$ cat config.mk
export PLATFORM = sky130hd
export DESIGN_NAME = awc_window_top
export DESIGN_NICKNAME = d
export VERILOG_FILES = /design/src/awc_pkg.sv /design/src/awc_compare.sv /design/src/awc_window_top.sv
export VERILOG_INCLUDE_DIRS = /design/src
export SDC_FILE = /design/constraint.sdc
export NUM_CORES = 1
export LEC_CHECK = 0
export ABC_CLOCK_PERIOD_IN_PS = 3000
export BUFFER_PORTS_ARGS = -buffer_cell sky130_fd_sc_hd__buf_2
export CAP_MARGIN = 20
export CORE_UTILIZATION = 57
export DETAILED_ROUTE_END_ITERATION = 12
export GPL_TIMING_DRIVEN = 0
export PLACE_DENSITY = 0.81
export SYNTH_ARGS = -nofsm -noshare
export SYNTH_HDL_FRONTEND = slang
export SYNTH_SLANG_ARGS = --single-unit
$ cat constraint.sdc
create_clock -name I_CLK -period 3 [get_ports I_CLK]
set_input_delay 0.15 -clock I_CLK [delete_from_list [all_inputs] [get_ports I_CLK]]
set_output_delay 0.15 -clock I_CLK [all_outputs]
set_load 0.01 [all_outputs]
$ cat src/awc_regs.svh
/*
  Constants and behaviour summary for the converter window comparator.
  Assumes an 8-bit special-function register port from the CPU core.
*/
// Behaviour
// Writable upper byte of less-than limit
// Compare at each end of conversion, set flag
// Lower above upper: flag when strictly inside
// Lower below upper: flag when strictly outside
// Conversion takes at least sixteen converter clocks
// Hardware only sets flag; software clears it
// Both limits held as separate high, low bytes
// Every conversion result compared against limits
// Differential signed, single-ended unsigned comparison
`ifndef AWC_REGS_SVH
`define AWC_REGS_SVH
`define AWC_ADDR_UPPER_HIGH 8'hc4
`define AWC_ADDR_UPPER_LOW 8'hc5
`define AWC_ADDR_LOWER_LOW 8'hc6
`define AWC_ADDR_LOWER_HIGH 8'hc7
`define AWC_ADDR_CONTROL 8'he8
`define AWC_LIMIT_RESET 8'h00
`define AWC_UPPER_RESET 8'hff
`define AWC_CTRL_RESET 8'h00
`define AWC_FLAG_RESET 1'b0
`define AWC_LJUST_RESET 1'b0
`define AWC_WORD_RESET 16'h0000
`define AWC_CNT_RESET 5'd0
`define AWC_BIT_MATCH 1
`define AWC_BIT_LJUST 0
`define AWC_CONV_MIN_CLKS 5'd16
`endif

$ cat src/awc_pkg.sv
/*
  Types for the converter window comparator.
  Assumes nothing beyond the register header.
*/
package awc_pkg;
  typedef struct packed {
    logic wr;
    logic [7:0] addr;
    logic [7:0] wdata;
  } awc_sfr_wr_t;
  typedef struct packed {
    logic eoc;
    logic diff;
    logic [9:0] code;
  } awc_conv_t;
endpackage

$ cat src/awc_compare.sv
/*
  Combinational window test on one presented 16-bit data word.
  Assumes limits and data share the same justification and sign format.
*/
`timescale 1ns/1ps
module awc_compare
(
  input wire logic [15:0] i_data,
  input wire logic [15:0] i_lower,
  input wire logic [15:0] i_upper,
  input wire logic i_signed,
  output logic o_hit
);
  logic below;
  logic above;
  // Flip the sign bit so one unsigned compare serves both formats
  always_comb
  begin
    below = ({i_data[15] ^ i_signed, i_data[14:0]} <
             {i_lower[15] ^ i_signed, i_lower[14:0]});
    above = ({i_data[15] ^ i_signed, i_data[14:0]} >
             {i_upper[15] ^ i_signed, i_upper[14:0]});
    if ({i_lower[15] ^ i_signed, i_lower[14:0]} > {i_upper[15] ^ i_signed, i_upper[14:0]})
    begin
      o_hit = below && above;
    end
    else
    begin
      o_hit = below || above;
    end
  end
endmodule // awc_compare

$ cat src/awc_window_top.sv
/*
  Window comparator: limit registers, data formatting, sticky match flag.
  Assumes the converter core pulses end of conversion for one system
  clock and holds the 10-bit code and the differential indication then.
*/
`timescale 1ns/1ps
`include "awc_regs.svh"
module awc_window_top
(
  input wire logic I_CLK,
  input wire logic I_RSTN,
  input wire logic I_SFR_WR,
  input wire logic [7:0] I_SFR_ADDR,
  input wire logic [7:0] I_SFR_WDATA,
  input wire logic [7:0] I_SFR_RADDR,
  input wire logic I_EOC,
  input wire logic I_DIFF,
  input wire logic [9:0] I_CODE,
  input wire logic I_SAR_TICK,
  output logic [7:0] O_SFR_RDATA,
  output logic [15:0] O_DATA_WORD,
  output logic O_WINDOW_MATCH_FLAG,
  output logic O_LEFT_JUSTIFY_SELECT
);
  awc_pkg::awc_sfr_wr_t bus;
  awc_pkg::awc_conv_t conv;
  logic [7:0] window_lower_limit_high_r, window_lower_limit_high_nxt;
  logic [7:0] window_lower_limit_low_r, window_lower_limit_low_nxt;
  logic [7:0] window_upper_limit_high_r, window_upper_limit_high_nxt;
  logic [7:0] window_upper_limit_low_r, window_upper_limit_low_nxt;
  logic flag_r, flag_nxt;
  logic ljust_r, ljust_nxt;
  logic [15:0] word;
  logic [15:0] word_r, word_nxt;
  logic [4:0] sar_cnt_r, sar_cnt_nxt;
  logic eoc_ok;
  logic hit;

  assign bus = '{wr: I_SFR_WR, addr: I_SFR_ADDR, wdata: I_SFR_WDATA};
  assign conv = '{eoc: I_EOC, diff: I_DIFF, code: I_CODE};

  // Limit bytes, each separately writable
  always_comb
  begin
    window_lower_limit_high_nxt = window_lower_limit_high_r;
    window_lower_limit_low_nxt = window_lower_limit_low_r;
    window_upper_limit_high_nxt = window_upper_limit_high_r;
    window_upper_limit_low_nxt = window_upper_limit_low_r;
    ljust_nxt = ljust_r;
    if (bus.wr)
    begin
      unique case (bus.addr)
        `AWC_ADDR_LOWER_HIGH: window_lower_limit_high_nxt = bus.wdata;
        `AWC_ADDR_LOWER_LOW: window_lower_limit_low_nxt = bus.wdata;
        `AWC_ADDR_UPPER_HIGH: window_upper_limit_high_nxt = bus.wdata;
        `AWC_ADDR_UPPER_LOW: window_upper_limit_low_nxt = bus.wdata;
        `AWC_ADDR_CONTROL: ljust_nxt = bus.wdata[`AWC_BIT_LJUST];
        default: ljust_nxt = ljust_r;
      endcase
    end
  end

  // Count SAR ticks since last result; early end-of-conversion ignored
  always_comb
  begin
    eoc_ok = conv.eoc && (sar_cnt_r >= `AWC_CONV_MIN_CLKS);
    sar_cnt_nxt = sar_cnt_r;
    if (conv.eoc)
    begin
      sar_cnt_nxt = `AWC_CNT_RESET;
    end
    else if (I_SAR_TICK && (sar_cnt_r < `AWC_CONV_MIN_CLKS))
    begin
      sar_cnt_nxt = sar_cnt_r + 5'd1;
    end
  end

  // Present the code as software would read it; hold it until the next accepted result
  always_comb
  begin
    word_nxt = word_r;
    if (ljust_r)
    begin
      word = {conv.code, 6'h00};
    end
    else
    begin
      word = {{6{conv.diff & conv.code[9]}}, conv.code};
    end
    if (eoc_ok)
    begin
      word_nxt = word;
    end
  end

  awc_compare u_cmp
  (
    .i_data(word),
    .i_lower({window_lower_limit_high_r, window_lower_limit_low_r}),
    .i_upper({window_upper_limit_high_r, window_upper_limit_low_r}),
    .i_signed(conv.diff),
    .o_hit(hit)
  );

  // Sticky flag: set wins over a same-cycle software clear
  always_comb
  begin
    flag_nxt = flag_r;
    if (bus.wr && (bus.addr == `AWC_ADDR_CONTROL) && !bus.wdata[`AWC_BIT_MATCH])
    begin
      flag_nxt = 1'b0;
    end
    if (eoc_ok && hit)
    begin
      flag_nxt = 1'b1; // see R2
    end
  end

  // Limit and control bytes; reset leaves every limit at zero
  always_ff @(posedge I_CLK or negedge I_RSTN)
  begin
    if (!I_RSTN)
    begin
      window_lower_limit_high_r <= `AWC_LIMIT_RESET;
      window_lower_limit_low_r <= `AWC_LIMIT_RESET;
      window_upper_limit_high_r <= `AWC_LIMIT_RESET;
      window_upper_limit_low_r <= `AWC_LIMIT_RESET;
      ljust_r <= `AWC_LJUST_RESET;
    end
    else
    begin
      window_lower_limit_high_r <= window_lower_limit_high_nxt;
      window_lower_limit_low_r <= window_lower_limit_low_nxt;
      window_upper_limit_high_r <= window_upper_limit_high_nxt;
      window_upper_limit_low_r <= window_upper_limit_low_nxt;
      ljust_r <= ljust_nxt;
    end
  end

  // Conversion count and held data word
  always_ff @(posedge I_CLK or negedge I_RSTN)
  begin
    if (!I_RSTN)
    begin
      sar_cnt_r <= `AWC_CNT_RESET;
      word_r <= `AWC_WORD_RESET;
    end
    else
    begin
      sar_cnt_r <= sar_cnt_nxt;
      word_r <= word_nxt;
    end
  end

  // Sticky match flag
  always_ff @(posedge I_CLK or negedge I_RSTN)
  begin
    if (!I_RSTN)
    begin
      flag_r <= `AWC_FLAG_RESET;
    end
    else
    begin
      flag_r <= flag_nxt;
    end
  end

  // Read mux; unmapped addresses read zero
  always_comb
  begin
    unique case (I_SFR_RADDR)
      `AWC_ADDR_LOWER_HIGH: O_SFR_RDATA = window_lower_limit_high_r;
      `AWC_ADDR_LOWER_LOW: O_SFR_RDATA = window_lower_limit_low_r;
      `AWC_ADDR_UPPER_HIGH: O_SFR_RDATA = window_upper_limit_high_r;
      `AWC_ADDR_UPPER_LOW: O_SFR_RDATA = window_upper_limit_low_r;
      `AWC_ADDR_CONTROL: O_SFR_RDATA = {6'h00, flag_r, ljust_r};
      default: O_SFR_RDATA = 8'h00;
    endcase
  end

  assign O_DATA_WORD = word_r;
  assign O_WINDOW_MATCH_FLAG = flag_r;
  assign O_LEFT_JUSTIFY_SELECT = ljust_r;

  // Match flag: set by an accepted hit, dropped only by a software clear
  a_flag_set: assert property (@(posedge I_CLK) disable iff (!I_RSTN) // see R2
    (eoc_ok && hit) |=> O_WINDOW_MATCH_FLAG)
    else $error("match not flagged");
  a_flag_sticky: assert property (@(posedge I_CLK) disable iff (!I_RSTN)
    (O_WINDOW_MATCH_FLAG && !(I_SFR_WR && I_SFR_ADDR == `AWC_ADDR_CONTROL))
    |=> O_WINDOW_MATCH_FLAG)
    else $error("flag dropped without clear");
  a_flag_clear: assert property (@(posedge I_CLK) disable iff (!I_RSTN)
    (I_SFR_WR && I_SFR_ADDR == `AWC_ADDR_CONTROL && !I_SFR_WDATA[`AWC_BIT_MATCH]
    && !(eoc_ok && hit)) |=> !O_WINDOW_MATCH_FLAG)
    else $error("flag not cleared");
  a_flag_cause: assert property (@(posedge I_CLK) disable iff (!I_RSTN)
    $rose(O_WINDOW_MATCH_FLAG) |-> $past(eoc_ok && hit))
    else $error("flag set without match");
  // A rushed result must leave both word and flag alone
  a_early_eoc: assert property (@(posedge I_CLK) disable iff (!I_RSTN)
    (I_EOC && sar_cnt_r < `AWC_CONV_MIN_CLKS)
    |=> ($stable(O_DATA_WORD) && !$rose(O_WINDOW_MATCH_FLAG)))
    else $error("early result used");
  // Lower high and both upper limit bytes land one edge after their write
  a_lth_write: assert property (@(posedge I_CLK) disable iff (!I_RSTN)
    (I_SFR_WR && I_SFR_ADDR == `AWC_ADDR_LOWER_HIGH)
    |=> window_lower_limit_high_r == $past(I_SFR_WDATA))
    else $error("lower high not written");
  a_upper_low_write: assert property (@(posedge I_CLK) disable iff (!I_RSTN)
    (I_SFR_WR && I_SFR_ADDR == `AWC_ADDR_UPPER_LOW)
    |=> window_upper_limit_low_r == $past(I_SFR_WDATA))
    else $error("upper low not written");
  a_upper_high_write: assert property (@(posedge I_CLK) disable iff (!I_RSTN)
    (I_SFR_WR && I_SFR_ADDR == `AWC_ADDR_UPPER_HIGH)
    |=> window_upper_limit_high_r == $past(I_SFR_WDATA))
    else $error("upper high not written");
  // Fixed windows: plain right-justified data, then a signed window
  a_inside_hit: assert property (@(posedge I_CLK) disable iff (!I_RSTN)
    (!I_DIFF && !ljust_r && {window_lower_limit_high_r, window_lower_limit_low_r} == 16'h0200
    && {window_upper_limit_high_r, window_upper_limit_low_r} == 16'h0100)
    |-> hit == (I_CODE < 10'h200 && I_CODE > 10'h100))
    else $error("inside window wrong");
  a_outside_hit: assert property (@(posedge I_CLK) disable iff (!I_RSTN)
    (!I_DIFF && !ljust_r && {window_lower_limit_high_r, window_lower_limit_low_r} == 16'h0100
    && {window_upper_limit_high_r, window_upper_limit_low_r} == 16'h0200)
    |-> hit == (I_CODE > 10'h200 || I_CODE < 10'h100))
    else $error("outside window wrong");
  a_signed_neg: assert property (@(posedge I_CLK) disable iff (!I_RSTN) // see R9
    (I_DIFF && !ljust_r && I_CODE[9] && I_CODE != 10'h200
    && {window_lower_limit_high_r, window_lower_limit_low_r} == 16'h0000
    && {window_upper_limit_high_r, window_upper_limit_low_r} == 16'hfe00)
    |-> hit)
    else $error("signed compare wrong");
  // Main scenarios reached
  c_match: cover property (@(posedge I_CLK) disable iff (!I_RSTN) $rose(O_WINDOW_MATCH_FLAG));
  c_clear: cover property (@(posedge I_CLK) disable iff (!I_RSTN) $fell(O_WINDOW_MATCH_FLAG));
  c_diff_hit: cover property (@(posedge I_CLK) disable iff (!I_RSTN) eoc_ok && hit && I_DIFF);
  c_early: cover property (@(posedge I_CLK) disable iff (!I_RSTN) I_EOC && !eoc_ok);
endmodule // awc_window_top

==> results.md <==
- Average wire length per cell after detail routing: 17.2 µm
- Htree depth: 2
- Max FO, Critical Path: 10
- Yosys Warn Count: 0
- Clock net sink count: 55
- Data arrival, critical path: 2.90 ns
- Data required time of the worst path: roughly 3.2 ns
- Antenna fix cells: 0
- DRT iter0 DRCs: 204
- Total Routing Usage GR: 25.9%
- Global-route wire length before repair: 14.0 mm
- Top achievable clock speed: between 0.3 and 0.4 GHz
- Die outline height: 83.0 µm
- Type of destination of the critical path: register
- Global route hottest layer: met2
- Rows: 29
- Mean cell area of the mapped netlist: ~11 µm²
- Final min period: 2.70 ns
- Hold Path Stages: 2
- Final Wtd Congestion: 0.894
- Leakage power summed over all cells: between 2 and 2.5 nW
- Detailed-placement wirelength estimate: 6.64 mm
- Worst slack at placement: 0.294 ns
- Power density cells: 367 mW/mm²
- Top-Level Pins: 66
- Total negative setup slack: 0 ns
- Antenna violations before repair: 0
- DRT antenna net count: 0
- Met2 GRT Util: between 40% and 50%
- Headroom to the max-slew limit: 51.6%
- Post-layout net count: 502
- Met3 usage: 3.68%
- Die Width: 83.0 µm
- Power Total: between 1.5 and 2 mW
- Met1 Resource Use GR: 36.5%
- First-pass detailed-route iteration total: 4
- Insertion delay of the later-clocked pin in the worst-skew pair: 0.32 ns
- Register-to-Register Setup Slack: 0.30 ns
- Total Wirelength: 8.55 mm
- Vias per cell: 5.89
- Placeable core region: 0.00635 mm²
- Residual DRC: 0
- End-of-flow core utilization: 67.4%
- Total grt overflow: 0
- Setup CP Type: register to register
- Area growth from synthesis to final layout: 14.3%
- Number of synthesized register bits: 55
- Worst Reg2Reg Path Length in Cells: 11
- Clk_skew: approximately 0.013 ns
- Cell Area, Synth: 0.00374 mm²
- Max Root-Sink Buffers: 2
- Multi-input gate area in the final layout: 0.00220 mm²
- Number of enable-type register cells in the synthesized netlist: 0
- Total count of hold-check failures in the final report: 0
- Vias in the first global route: 2826
- Fraction of layout instances using a drive strength above 1: 26.0%
- Worst hold-check path type: input pin to register
- Number of different library cells in the post-synthesis netlist: between 40 and 50
- Buffer count from post-CTS setup fixing: 0
- Fraction of registers with async set/reset: 100%
- Clock-pin slew reported for the worst setup and hold paths after clock tree synthesis: around 0.10 ns
- Main synth FF type: sky130_fd_sc_hd__dfrtp_1
- Status: finished clean
- Number of inserted filler cells in the final layout: 485
- Register cell area after layout: 0.00138 mm²
- Total clock buffers created by CTS: 5
- # port buffers: between 60 and 70
- Die footprint: 0.00690 mm²
- Setup Viol. Count Final: 0
- Hold_ws: 0.0539 ns
- Worst IR drop on VDD: roughly 230 µV
- Period utilisation layout: 90.0%
- CTS tree: done
- Share of synthesized area occupied by flip-flops and latches: 36.8%
- Worst path setup slack after routing: 0.300 ns
- Maximum number of pins on one net before global-route repair: 33
- RSZ-0062 raised after global routing: false
- Count of pins over their slew limit: 0
- Crit start category: register
- Starting Density: 59.0%
- Post-Synthesis Net Count: 431
- Least-Margin Pin Slew: 0.725 ns
- Number of standard cells after synthesis: approximately 350
- Number of maximum-capacitance violations: 0
- Vias post-DR: 2922
- Clock tree root buffer cell: sky130_fd_sc_hd__clkbuf_8
power breakdown:
| part | internal, mW | switching (mW) | total (mW) |
|---|---|---|---|
| Combinational | 0.154 | 0.189 | 0.343 |
| Sequential | 0.765 | 0.0243 | 0.789 |
| Clock | 0.189 | 0.249 | 0.439 |
| Total | 1.11 | 0.463 | 1.57 |
placed cells by master (no fill, tap or decap), types with 3 or more instances in the layout:
| master | count |
|---|---|
| sky130_fd_sc_hd__nor2_1 | 12 |
| sky130_fd_sc_hd__buf_2 | 66 |
| sky130_fd_sc_hd__mux4_2 | 8 |
| sky130_fd_sc_hd__inv_1 | 34 |
| sky130_fd_sc_hd__nand3_1 | 8 |
| sky130_fd_sc_hd__nand4_1 | 4 |
| sky130_fd_sc_hd__nand2_1 | 32 |
| sky130_fd_sc_hd__a21oi_1 | 16 |
| sky130_fd_sc_hd__xnor2_1 | 6 |
| sky130_fd_sc_hd__dfrtp_1 | 55 |
| sky130_fd_sc_hd__mux2i_1 | 3 |
| sky130_fd_sc_hd__clkbuf_1 | 4 |
| sky130_fd_sc_hd__mux2_1 | 33 |
| sky130_fd_sc_hd__nor2b_1 | 14 |
| sky130_fd_sc_hd__ha_1 | 44 |
| sky130_fd_sc_hd__o21ai_0 | 10 |
| sky130_fd_sc_hd__clkbuf_8 | 6 |
| sky130_fd_sc_hd__mux2_2 | 15 |
| sky130_fd_sc_hd__a21o_1 | 5 |
layout make-up:
| type | count | area share, % |
|---|---|---|
| buffer | 9 | 0.936 |
| clock buffer | 6 | 1.93 |
| clock inverter | 2 | 0.322 |
| inverter | 34 | 2.98 |
| multi-input combinational | 249 | 51.4 |
| sequential | 55 | 32.2 |
| tap | 77 | 2.25 |
| timing repair buffer | 64 | 7.96 |
what timing repair did:
action	CTS	global route
resized for setup	0	2
hold endpoints to repair	23	0
hold buffers	1	0
endpoints found under the setup margin	0	1
path summary, 6_finish.rpt:
kind,start,to
min in group asynchronous,I_RSTN,O_DATA_WORD[11]
setup / recovery,O_LEFT_JUSTIFY_SELECT,O_WINDOW_MATCH_FLAG
hold / removal,I_EOC,sar_cnt_r[3]
max in group asynchronous,I_RSTN,window_upper_limit_low_r[5]
hold reg to reg,O_DATA_WORD[15],O_DATA_WORD[15]
setup reg to reg,O_LEFT_JUSTIFY_SELECT,O_WINDOW_MATCH_FLAG
routing by layer:
| layer | part of all wire, % | up-vias |
|---|---|---|
| met5 | 0 | - |
| met4 | 2.6 | 0 |
| met3 | 5.1 | 18 |
| met2 | 48 | 86 |
| met1 | 44 | 1432 |
| li1 | - | 1386 |
through the flow:
stage / std cells / instance area [µm²]
2_1_floorplan: 347 / 3740
3_3_place_gp: 486 / 4150
3_5_place_dp: 487 / 4170
4_1_cts: 496 / 4280
5_1_grt: 496 / 4280
6_report: 496 / 4280
state kept, by name, indices dropped and copies added (netlist names):
name                       count
O_WINDOW_MATCH_FLAG            1
window_upper_limit_low_r       8
window_upper_limit_high_r      8
sar_cnt_r                      5
window_lower_limit_high_r      8
O_LEFT_JUSTIFY_SELECT          1
window_lower_limit_low_r       8
O_DATA_WORD                   16
critical path, stage by stage (launching register included):
cell and delay [ns]:
sky130_fd_sc_hd__dfrtp_1 0.41, sky130_fd_sc_hd__buf_2 0.19, sky130_fd_sc_hd__clkbuf_2 0.22, sky130_fd_sc_hd__a21o_1 0.23
sky130_fd_sc_hd__ha_1 0.31, sky130_fd_sc_hd__a21oi_1 0.17, sky130_fd_sc_hd__o21ai_0 0.10, sky130_fd_sc_hd__a221oi_1 0.40
sky130_fd_sc_hd__o211ai_1 0.17, sky130_fd_sc_hd__nand2_1 0.13, sky130_fd_sc_hd__a221o_1 0.16, sky130_fd_sc_hd__o311ai_1 0.10
kinds of logic after synthesis:
logic type | count (synthesis) | share of synthesized area [%]
XOR/XNOR | 8 | 1.87
adder cells (fa/ha/maj) | 47 | 15.6
AND/OR/NAND/NOR | 91 | 13.2
multiplexers | 59 | 20.1
flip-flops | 55 | 36.8
buffers and inverters | 43 | 4.45
AO/OA/AOI/OAI | 44 | 8.09
cells in the mapped netlist, types with 6 or more instances:
| cell | number | area (µm²) |
|---|---|---|
| sky130_fd_sc_hd__o21ai_0 | 10 | 50.1 |
| sky130_fd_sc_hd__nor2b_1 | 14 | 87.6 |
| sky130_fd_sc_hd__mux2_1 | 33 | 372 |
| sky130_fd_sc_hd__mux2_2 | 15 | 169 |
| sky130_fd_sc_hd__ha_1 | 44 | 551 |
| sky130_fd_sc_hd__a21oi_1 | 16 | 80.1 |
| sky130_fd_sc_hd__nor2_1 | 12 | 45.0 |
| sky130_fd_sc_hd__mux4_2 | 8 | 180 |
| sky130_fd_sc_hd__dfrtp_1 | 55 | 1380 |
| sky130_fd_sc_hd__xnor2_1 | 6 | 52.6 |
| sky130_fd_sc_hd__nand2_1 | 32 | 120 |
| sky130_fd_sc_hd__nand3_1 | 8 | 40.0 |
| sky130_fd_sc_hd__inv_1 | 34 | 128 |
(Power assumes the default switching activity.)
